<file path="config.mk">
export PLATFORM = sky130hd
export DESIGN_NAME = iarb_core
export DESIGN_NICKNAME = d
export VERILOG_FILES = /design/src/iarb_core.v
export VERILOG_INCLUDE_DIRS = /design/src /design/src/src
export SDC_FILE = /design/constraint.sdc
export NUM_CORES = 1
export LEC_CHECK = 0
export BUFFER_PORTS_ARGS = -buffer_cell sky130_fd_sc_hd__buf_2
export CELL_PAD_IN_SITES_DETAIL_PLACEMENT = 1
export CELL_PAD_IN_SITES_GLOBAL_PLACEMENT = 1
export CORE_ASPECT_RATIO = 0.8
export CORE_MARGIN = 2
export CORE_UTILIZATION = 43
export CTS_CLUSTER_DIAMETER = 80
export DETAILED_ROUTE_END_ITERATION = 10
export GPL_TIMING_DRIVEN = 0
export HOLD_SLACK_MARGIN = 0.02
export PLACE_DENSITY_LB_ADDON = 0.1
export SYNTH_ARGS = -nofsm -noshare
export SYNTH_HDL_FRONTEND = slang
export SYNTH_SLANG_ARGS = --single-unit
</file>
<file path="constraint.sdc">
create_clock -name core_clk -period 6.5 [get_ports core_clk]
set_input_delay 0.325 -clock core_clk [delete_from_list [all_inputs] [get_ports core_clk]]
set_output_delay 0.325 -clock core_clk [all_outputs]
set_load 0.02 [all_outputs]
</file>
<file path="src/iarb_regs.vh">
/*
 * Register map, field positions, reset values and timing constants of the
 * I2C arbitration block. Assumes a 32-bit APB slave with word offsets.
 */
`ifndef IARB_REGS_VH
`define IARB_REGS_VH

// ----------------------------------------------------------------------
// Register byte offsets
// ----------------------------------------------------------------------
`define IARB_OFF_CTRL1    12'h000
`define IARB_OFF_CTRL2    12'h004
`define IARB_OFF_STATUS   12'h008
`define IARB_OFF_TXBUF    12'h00c
`define IARB_OFF_BAUD     12'h010
`define IARB_OFF_FLAGS    12'h014

// ----------------------------------------------------------------------
// Field positions
// ----------------------------------------------------------------------
`define IARB_C1_EN        0
`define IARB_C1_IE        1
`define IARB_C1_LP        2
`define IARB_C2_START     0
`define IARB_C2_RSTART    1
`define IARB_C2_STOP      2
`define IARB_C2_ACK       4
`define IARB_C2_ACKDT     5
`define IARB_ST_BF        0
`define IARB_ST_START     3
`define IARB_ST_STOP      4
`define IARB_FL_EVENT     0
`define IARB_FL_COLL      1
`define IARB_FL_WCOL      2

// ----------------------------------------------------------------------
// Reset values and widths
// ----------------------------------------------------------------------
`define IARB_BAUD_RST     7'h04
`define IARB_ZERO7        7'h00
`define IARB_ONE7         7'h01
`define IARB_BITS_RST     4'h0
`define IARB_LAST_BIT     4'h8
`define IARB_ACK_BIT      4'h9

`endif

</file>
<file path="src/iarb_core.v">
/*
 * I2C master bus arbitration and collision handling with an APB register
 * file. Assumes an APB master on core_clk, open-drain SDA/SCL resolved
 * outside, and the SDA/SCL inputs asynchronous to core_clk.
 */
// Register access over APB and the address map were left to the implementer.
`timescale 1ns/10ps
`include "iarb_regs.vh"

// How it works
// - Wake on byte or address in low power
// - Reset disables module, aborts transfer
// - Clear start/stop seen on reset, disable
// - Stop detected raises interrupt when enabled
// - Release SDA for one, mismatch collides
// - Arbitration checked on sent bits, not the ack slot after a byte
// - Transmit collision halts, clears buffer full
// - Sequence collision aborts, clears enables
// - Stop after collision sets event flag
// - New write restarts from first bit
// - Start with low line collides, idles
// - Start loads counter, SCL low collides
// - SDA low early in Start resets counter
// - Second Start count ignores SCL, pulls SCL
// - Repeated Start: release, count, sample SDA
// - Repeated Start SCL fall before timeout collides
// - Both high: drive SDA, count, drive SCL
// - Stop: SDA low, release SCL, count
// - Stop collision on SDA low or SCL low
// - Stop release SDA, flag stop, event
module iarb_core #(
   parameter ADDR_W = 12
) (
   input  wire              core_clk,
   input  wire              rst,
   input  wire              psel,
   input  wire              penable,
   input  wire              pwrite,
   input  wire [ADDR_W-1:0] paddr,
   input  wire [31:0]       pwdata,
   output reg  [31:0]       prdata,
   output wire              pready,
   output wire              pslverr,
   input  wire              sda_in,
   output wire              sda_out,
   output wire              sda_oe,
   input  wire              scl_in,
   output wire              scl_out,
   output wire              scl_oe,
   output wire              irq,
   output wire              wake
);

   // ----------------------------------------------------------------------
   // States
   // ----------------------------------------------------------------------
   localparam ST_IDLE  = 4'd0;
   localparam ST_S1    = 4'd1;
   localparam ST_S2    = 4'd2;
   localparam ST_R1    = 4'd3;
   localparam ST_R2    = 4'd4;
   localparam ST_R3    = 4'd5;
   localparam ST_R4    = 4'd6;
   localparam ST_P1    = 4'd7;
   localparam ST_P2    = 4'd8;
   localparam ST_P3    = 4'd9;
   localparam ST_P4    = 4'd10;
   localparam ST_TLOW  = 4'd11;
   localparam ST_THIGH = 4'd12;
   localparam ST_AK1   = 4'd13;
   localparam ST_AK2   = 4'd14;

   // ----------------------------------------------------------------------
   // Line synchronisers
   // ----------------------------------------------------------------------
   reg [1:0] sda_sync_reg;
   reg [1:0] scl_sync_reg;
   reg       sda_prev_reg;
   reg       scl_prev_reg;
   wire      sda = sda_sync_reg[1];
   wire      scl = scl_sync_reg[1];

   always @(posedge core_clk) begin
      sda_sync_reg <= {sda_sync_reg[0], sda_in};
      scl_sync_reg <= {scl_sync_reg[0], scl_in};
      sda_prev_reg <= sda;
      scl_prev_reg <= scl;
   end

   // Bus conditions seen by any master, including ourselves
   wire bus_start = scl && scl_prev_reg && sda_prev_reg && !sda;
   wire bus_stop  = scl && scl_prev_reg && !sda_prev_reg && sda;

   // ----------------------------------------------------------------------
   // Registers
   // ----------------------------------------------------------------------
   reg        en_reg, ie_reg, lp_reg;
   reg        start_req_reg, rstart_req_reg, stop_request_bit_reg;
   reg        ack_req_reg, ackdt_reg;
   reg [6:0]  baud_reload_field_reg;
   reg [7:0]  transmit_buffer_reg;
   reg        buffer_full_flag_reg;
   reg        start_seen_bit_reg, stop_seen_bit_reg;
   reg        serial_event_flag_reg, bus_collision_flag_reg, wcol_reg;
   reg [3:0]  state_reg;
   reg [6:0]  baud_counter_reg;
   reg [7:0]  shift_reg;
   reg [3:0]  bit_cnt_reg;
   reg        sda_drv_reg, scl_drv_reg;
   reg        was_coll_reg;

   wire wr  = psel && penable && pwrite;
   wire rd  = psel && !pwrite;
   wire busy = (state_reg != ST_IDLE);
   wire tick = (baud_counter_reg == `IARB_ZERO7);

   assign pready  = 1'b1;
   assign pslverr = 1'b0;
   assign sda_out = 1'b0;
   assign scl_out = 1'b0;
   assign sda_oe  = sda_drv_reg;
   assign scl_oe  = scl_drv_reg;
   assign irq  = ie_reg && (serial_event_flag_reg || bus_collision_flag_reg);
   assign wake = lp_reg && irq;

   // ----------------------------------------------------------------------
   // Read mux
   // ----------------------------------------------------------------------
   // Registered at the setup edge, so read data stands through the access phase
   always @(posedge core_clk) begin
      prdata <= 32'h0000_0000;
      if (rd) begin
         case (paddr)
            `IARB_OFF_CTRL1:  prdata <= {29'h0, lp_reg, ie_reg, en_reg};
            `IARB_OFF_CTRL2:  prdata <= {26'h0, ackdt_reg, ack_req_reg, 1'b0,
                                         stop_request_bit_reg, rstart_req_reg,
                                         start_req_reg};
            `IARB_OFF_STATUS: prdata <= {27'h0, stop_seen_bit_reg, start_seen_bit_reg,
                                         2'b00, buffer_full_flag_reg};
            `IARB_OFF_TXBUF:  prdata <= {24'h0, transmit_buffer_reg};
            `IARB_OFF_BAUD:   prdata <= {25'h0, baud_reload_field_reg};
            `IARB_OFF_FLAGS:  prdata <= {29'h0, wcol_reg, bus_collision_flag_reg,
                                         serial_event_flag_reg};
            default:          prdata <= 32'h0000_0000;
         endcase
      end
   end

   // ----------------------------------------------------------------------
   // Control and sequencer
   // ----------------------------------------------------------------------
   reg coll;

   always @* begin
      coll     = 1'b0;
      case (state_reg)
         ST_S1:    coll = sda && !scl;
         ST_R3:    coll = scl && !sda;
         ST_R4:    coll = !scl && sda;
         ST_P3:    coll = !scl;
         ST_P4:    coll = tick && !sda;
         ST_THIGH: coll = scl && !sda_drv_reg && !sda && bit_cnt_reg != `IARB_ACK_BIT - 4'h1;
         ST_AK2:   coll = scl && !sda_drv_reg && !sda;
         default:  coll = 1'b0;
      endcase
   end

   always @(posedge core_clk) begin
      if (rst || !en_reg) begin
         state_reg            <= ST_IDLE;
         start_seen_bit_reg   <= 1'b0;
         stop_seen_bit_reg    <= 1'b0;
         start_req_reg        <= 1'b0;
         rstart_req_reg       <= 1'b0;
         stop_request_bit_reg <= 1'b0;
         ack_req_reg          <= 1'b0;
         buffer_full_flag_reg <= 1'b0;
         sda_drv_reg          <= 1'b0;
         scl_drv_reg          <= 1'b0;
         baud_counter_reg     <= `IARB_ZERO7;
         bit_cnt_reg          <= `IARB_BITS_RST;
         shift_reg            <= 8'h00;
         was_coll_reg         <= 1'b0;
      end else begin
         if (baud_counter_reg != `IARB_ZERO7)
            baud_counter_reg <= baud_counter_reg - `IARB_ONE7;
         if (bus_start) begin
            start_seen_bit_reg <= 1'b1;
            stop_seen_bit_reg  <= 1'b0;
         end
         if (bus_stop) begin
            stop_seen_bit_reg  <= 1'b1;
            start_seen_bit_reg <= 1'b0;
         end
         // Sequence requests only accepted while idle; no queueing
         if (wr && paddr == `IARB_OFF_CTRL2 && !busy) begin
            start_req_reg        <= pwdata[`IARB_C2_START];
            rstart_req_reg       <= pwdata[`IARB_C2_RSTART];
            stop_request_bit_reg <= pwdata[`IARB_C2_STOP];
            ack_req_reg          <= pwdata[`IARB_C2_ACK];
         end
         if (wr && paddr == `IARB_OFF_TXBUF && !busy) begin
            buffer_full_flag_reg <= 1'b1;
            shift_reg            <= pwdata[7:0];
            bit_cnt_reg          <= `IARB_BITS_RST;
         end
         if (coll) begin
            state_reg            <= ST_IDLE;
            sda_drv_reg          <= 1'b0;
            scl_drv_reg          <= 1'b0;
            buffer_full_flag_reg <= 1'b0;
            start_req_reg        <= 1'b0;
            rstart_req_reg       <= 1'b0;
            stop_request_bit_reg <= 1'b0;
            ack_req_reg          <= 1'b0;
            bit_cnt_reg          <= `IARB_BITS_RST;
            was_coll_reg         <= 1'b1;
         end else begin
            case (state_reg)
               ST_IDLE: begin
                  if (start_req_reg) begin
                     if (!sda || !scl) begin
                        start_req_reg <= 1'b0;
                        was_coll_reg  <= 1'b1;
                     end else begin
                        baud_counter_reg <= baud_reload_field_reg;
                        state_reg        <= ST_S1;
                     end
                  end else if (rstart_req_reg) begin
                     sda_drv_reg      <= 1'b0;
                     baud_counter_reg <= baud_reload_field_reg;
                     state_reg        <= ST_R1;
                  end else if (stop_request_bit_reg) begin
                     sda_drv_reg <= 1'b1;
                     state_reg   <= ST_P1;
                  end else if (ack_req_reg) begin
                     scl_drv_reg      <= 1'b1;
                     sda_drv_reg      <= !ackdt_reg;
                     baud_counter_reg <= baud_reload_field_reg;
                     state_reg        <= ST_AK1;
                  end else if (buffer_full_flag_reg) begin
                     scl_drv_reg      <= 1'b1;
                     sda_drv_reg      <= !shift_reg[7];
                     baud_counter_reg <= baud_reload_field_reg;
                     state_reg        <= ST_TLOW;
                  end
               end
               ST_S1: begin
                  if (!sda) begin
                     sda_drv_reg      <= 1'b1;
                     baud_counter_reg <= baud_reload_field_reg;
                     state_reg        <= ST_S2;
                  end else if (tick) begin
                     sda_drv_reg      <= 1'b1;
                     baud_counter_reg <= baud_reload_field_reg;
                     state_reg        <= ST_S2;
                  end
               end
               ST_S2: if (tick) begin
                  scl_drv_reg   <= 1'b1;
                  start_req_reg <= 1'b0;
                  state_reg     <= ST_IDLE;
               end
               ST_R1: if (tick) begin
                  scl_drv_reg <= 1'b0;
                  state_reg   <= ST_R3;
               end
               ST_R3: if (scl) begin
                  baud_counter_reg <= baud_reload_field_reg;
                  state_reg        <= ST_R4;
               end
               ST_R4: if (!sda || tick) begin
                  sda_drv_reg      <= 1'b1;
                  baud_counter_reg <= baud_reload_field_reg;
                  state_reg        <= ST_R2;
               end
               ST_R2: if (tick) begin
                  scl_drv_reg    <= 1'b1;
                  rstart_req_reg <= 1'b0;
                  state_reg      <= ST_IDLE;
               end
               ST_P1: if (!sda) begin
                  scl_drv_reg <= 1'b0;
                  state_reg   <= ST_P2;
               end
               ST_P2: if (scl) begin
                  baud_counter_reg <= baud_reload_field_reg;
                  state_reg        <= ST_P3;
               end
               ST_P3: if (tick) begin
                  sda_drv_reg      <= 1'b0;
                  baud_counter_reg <= baud_reload_field_reg;
                  state_reg        <= ST_P4;
               end
               ST_P4: if (tick) begin
                  stop_request_bit_reg <= 1'b0;
                  state_reg            <= ST_IDLE;
               end
               ST_TLOW: if (tick) begin
                  scl_drv_reg      <= 1'b0;
                  baud_counter_reg <= baud_reload_field_reg;
                  state_reg        <= ST_THIGH;
               end
               ST_THIGH: if (scl && tick) begin
                  scl_drv_reg      <= 1'b1;
                  baud_counter_reg <= baud_reload_field_reg;
                  if (bit_cnt_reg == `IARB_ACK_BIT - 4'h1) begin
                     bit_cnt_reg <= `IARB_BITS_RST;
                     state_reg   <= ST_IDLE;
                  end else begin
                     bit_cnt_reg <= bit_cnt_reg + 4'h1;
                     shift_reg   <= {shift_reg[6:0], 1'b1};
                     if (bit_cnt_reg == `IARB_LAST_BIT - 4'h1) begin
                        sda_drv_reg          <= 1'b0;
                        buffer_full_flag_reg <= 1'b0;
                     end else begin
                        sda_drv_reg <= !shift_reg[6];
                     end
                     state_reg <= ST_TLOW;
                  end
               end
               ST_AK1: if (tick) begin
                  scl_drv_reg      <= 1'b0;
                  baud_counter_reg <= baud_reload_field_reg;
                  state_reg        <= ST_AK2;
               end
               ST_AK2: if (scl && tick) begin
                  scl_drv_reg <= 1'b1;
                  ack_req_reg <= 1'b0;
                  state_reg   <= ST_IDLE;
               end
               default: state_reg <= ST_IDLE;
            endcase
         end
      end
   end

   // Completion events for the event flag

   wire done_evt = busy && !coll &&
                   ((state_reg == ST_S2 && tick) || (state_reg == ST_R2 && tick) ||
                    (state_reg == ST_P4 && tick) || (state_reg == ST_AK2 && scl && tick) ||
                    (state_reg == ST_THIGH && scl && tick &&
                     bit_cnt_reg == `IARB_ACK_BIT - 4'h1));
   wire start_abort = !busy && start_req_reg && (!sda || !scl);
   wire txbuf_wr    = wr && paddr == `IARB_OFF_TXBUF;
   wire c2_wr       = wr && paddr == `IARB_OFF_CTRL2;

   // ----------------------------------------------------------------------
   // Software registers and sticky flags; set wins over clear
   // ----------------------------------------------------------------------
   always @(posedge core_clk) begin
      if (rst) begin
         en_reg                 <= 1'b0;
         ie_reg                 <= 1'b0;
         lp_reg                 <= 1'b0;
         ackdt_reg              <= 1'b0;
         baud_reload_field_reg  <= `IARB_BAUD_RST;
         transmit_buffer_reg    <= 8'h00;
         serial_event_flag_reg  <= 1'b0;
         bus_collision_flag_reg <= 1'b0;
         wcol_reg               <= 1'b0;
      end else begin
         if (wr && paddr == `IARB_OFF_CTRL1) begin
            en_reg <= pwdata[`IARB_C1_EN];
            ie_reg <= pwdata[`IARB_C1_IE];
            lp_reg <= pwdata[`IARB_C1_LP];
         end
         if (c2_wr && !busy)
            ackdt_reg <= pwdata[`IARB_C2_ACKDT];
         if (wr && paddr == `IARB_OFF_BAUD)
            baud_reload_field_reg <= pwdata[6:0];
         if (txbuf_wr && !busy)
            transmit_buffer_reg <= pwdata[7:0];
         // Write one to clear
         if (wr && paddr == `IARB_OFF_FLAGS) begin
            if (pwdata[`IARB_FL_EVENT]) serial_event_flag_reg  <= 1'b0;
            if (pwdata[`IARB_FL_COLL])  bus_collision_flag_reg <= 1'b0;
            if (pwdata[`IARB_FL_WCOL])  wcol_reg               <= 1'b0;
         end
         if (en_reg && (done_evt || (bus_stop && (was_coll_reg || !busy))))
            serial_event_flag_reg <= 1'b1;
         if (en_reg && (coll || start_abort))
            bus_collision_flag_reg <= 1'b1;
         if (en_reg && (txbuf_wr || c2_wr) && busy)
            wcol_reg <= 1'b1;
      end
   end

endmodule

</file>
==> out/qor.txt <==
Max-Cap Viols: 0
CTS Sinks: 69
Syn Std Cell Area: 0.00427 mm²
Register share of total power: 0.411
Pwr Total: 1.04 mW
# hold bufs at CTS: 0
Status: completed
Final WL: 15.7 mm
Multi-input gate area: 0.00257 mm²
Starting Density: 0.443
Setup slack at placement: 3760 ps
Post-CTS Repair Setup Buffers: 0
Final net count: 672
Achievable Freq: 351 MHz
P per Cell Area: 205 mW/mm²
HP Class: in -> reg
N_diodes: 0
Routed WL per cell: 20.7 µm
Routed vias: 4410
Switching Share: 0.241
Mapped Cells: 543
Crit-path max cell delay: 610 ps
Crit. End Element: register
Fillcell total: 1225
IO Count: 91
Ys flop type: dfxtp_1
Share of layout cells above drive strength 1: 0.195
Synth area leader: dfxtp_1
H-tree depth: 3
Hold path depth: 1
CP Max Fanout: 10
Flops & latches, synth: 69
Via-to-Cell Ratio: 5.82
Num rows: 32
Clock-pin transition on the worst setup and hold timing paths: 70 ps
Final Max Tran Viols: 0
Sw Pwr: 0.250 mW
Slowest CP cell: nor2b_1
Pin count of the biggest net entering global routing: 15
Least-Margin Pin Slew: 881 ps
Cell Chain, Critical Path: inv_1 -> ha_1 -> nor2b_1 -> nand2_1 -> buf_2 -> a21oi_1 -> a311oi_1 -> a2111oi_0 -> o22ai_1
CTS tree: built
Combinational fraction of design power: 0.057
Worst clock skew: 12.2 ps
R2r startpoint: baud_counter_reg[0]
Clock latency at the later pin of the worst-skew pair: 350 ps
Drt drc: 0
Congestion Overflow GR: 0
Top-area cell type share of the netlist area: 0.323
First-pass GRT wire length: 24.7 mm
RSZ-0062 raised after global routing: no
Final Worst Setup Slack: 3650 ps
Core area: 0.00965 mm²
Post-DP HPWL: 11.8 mm
Max-slew headroom: 0.404
Netlist cell types: 80
Int Pwr: 0.788 mW
Worst path arrival time: 3060 ps
Port bufs: 37
YS warnings: 0
1st-pass router iterations: 5
First DRT Iteration DRCs: 368
CTS Buffer Depth: 2
Die Ht: 93.1 µm
Critical Path RT: 6710 ps
Horiz. Die Dim: 115 µm
Peak VDD IR: 0.118 mV
Area occupied by registers: 0.00138 mm²
Worst hold start: scl_in
Top post-synthesis cells by area: dfxtp_1 32%, nor2_1 5.6%, nand2_1 5.4%
Leakage: 2.00 nW
Period utilisation layout: 0.439
Post-CTS Resized: 0
Global Route Usage Sum: 0.305
Post-synth EDFFs: 0
Worst Setup Path Type: reg -> reg
Initial antenna violation count: 0
Vias in the first global route: 4462
Cells on worst reg2reg path: 9
Final Hold Fails: 0
Asr flop ratio synth: 0
CP startpoint kind: register
Fin Hold WS: 74.1 ps
DIE AREA: 0.0108 mm²
Final-report setup violation count: 0
CP startpoint: baud_counter_reg[0]
Cts bufs inserted: 9
Tmin final: 2850 ps
Root Buffer: clkbuf_16
DRT antenna net count: 0
Setup TNS: 0 ps
Sequential area share after synthesis: 0.323
RD Place Congestion: 0.978
Syn avg cell area: 7.87 µm²
P&R area growth vs syn: 18.3%
Clock share of power: 0.532
## worst max-delay path, delay by kind of cell, from the launching register on
family | cells | cell delay (ps)
compound gates | 4 | 820
fa+ha+maj | 1 | 170
simple gates | 2 | 930
buf+inv | 2 | 420
flops | 1 | 370
## power groups by stage
stage | clock (mW) | combinational [mW] | sequential (mW)
floorplan | 0 | 0.0398 | 0.435
global placement | 0 | 0.0564 | 0.436
detailed placement | 0 | 0.0569 | 0.436
CTS | 0.558 | 0.0571 | 0.427
global route | 0.575 | 0.0627 | 0.427
finish | 0.552 | 0.0589 | 0.427
## worst paths after layout
kind                                             to  slack, ps
worst max register to register  baud_counter_reg[0]       3650
worst min register to register      sda_sync_reg[1]        330
worst min-delay path                scl_sync_reg[0]         70
worst max-delay path            baud_counter_reg[0]       3650
## cell type report
class                           instances  area share
Tap cell                              136      0.0337
Clock inverter                          7      0.0203
Inverter                               15      0.0111
Buffer                                 60      0.0713
Sequential cell                        69       0.273
Timing Repair Buffer                   37      0.0367
Multi-Input combinational cell        425       0.509
Clock buffer                            9      0.0446
## layer usage
metal  global-route usage  part of all wire
met1                0.422              0.45
met2                0.458              0.44
met3               0.0888             0.089
met4               0.0914             0.017
met5                    0                 0
## synthesized netlist by cell type, drive strengths merged (4+ instances only)
master,n
dfxtp,69
a21oi,33
nor2b,10
o211ai,5
nor3b,4
clkbuf,16
a22oi,4
mux2,7
nor4,5
inv,15
nand4,5
o22ai,6
a311oi,5
nand2,61
a211oi,8
nor2,65
a31oi,9
nor3,17
nand2b,8
buf,44
nand3,11
o21ai,34
mux2i,20
and3,12
ha,4
## placed cells by master, fill, tap and decap left out, types with 4 or more instances in the layout
cell / instances
dfxtp_1: 69
nor2_1: 64
nand2_1: 61
buf_2: 49
o21ai_0: 34
a21oi_1: 33
buf_4: 30
conb_1: 28
mux2i_1: 20
clkbuf_1: 16
inv_1: 15
nor3_1: 14
and3_1: 12
nand3_1: 11
nor2b_1: 10
a31oi_1: 9
clkbuf_16: 9
nand2b_1: 7
a211oi_1: 7
o22ai_1: 6
mux2_2: 6
a311oi_1: 5
a22oi_1: 4
ha_1: 4
inv_6: 4
## metrics by stage
step | cells | cell area, µm² | util
after CTS | 758 | 5050 | 0.524
after global routing | 758 | 5050 | 0.524
after global placement | 742 | 4720 | 0.490
after detailed placement | 742 | 4720 | 0.490
after floorplan | 569 | 4370 | -
final | 758 | 5050 | 0.524
## logic make-up (layout without fill, tap and decap cells)
| group | Yosys count | after routing | share of synthesized area |
|---|---|---|---|
| simple gates | 217 | 217 | 0.262 |
| compound gates | 145 | 145 | 0.227 |
| buf+inv | 75 | 128 | 0.0975 |
| flops | 69 | 69 | 0.323 |
| mux | 28 | 28 | 0.0706 |
| fa+ha+maj | 4 | 4 | 0.0117 |
| xor+xnor | 3 | 3 | 0.00615 |
| other cells | 2 | 28 | 0.00176 |
(Power assumes the default switching activity.)
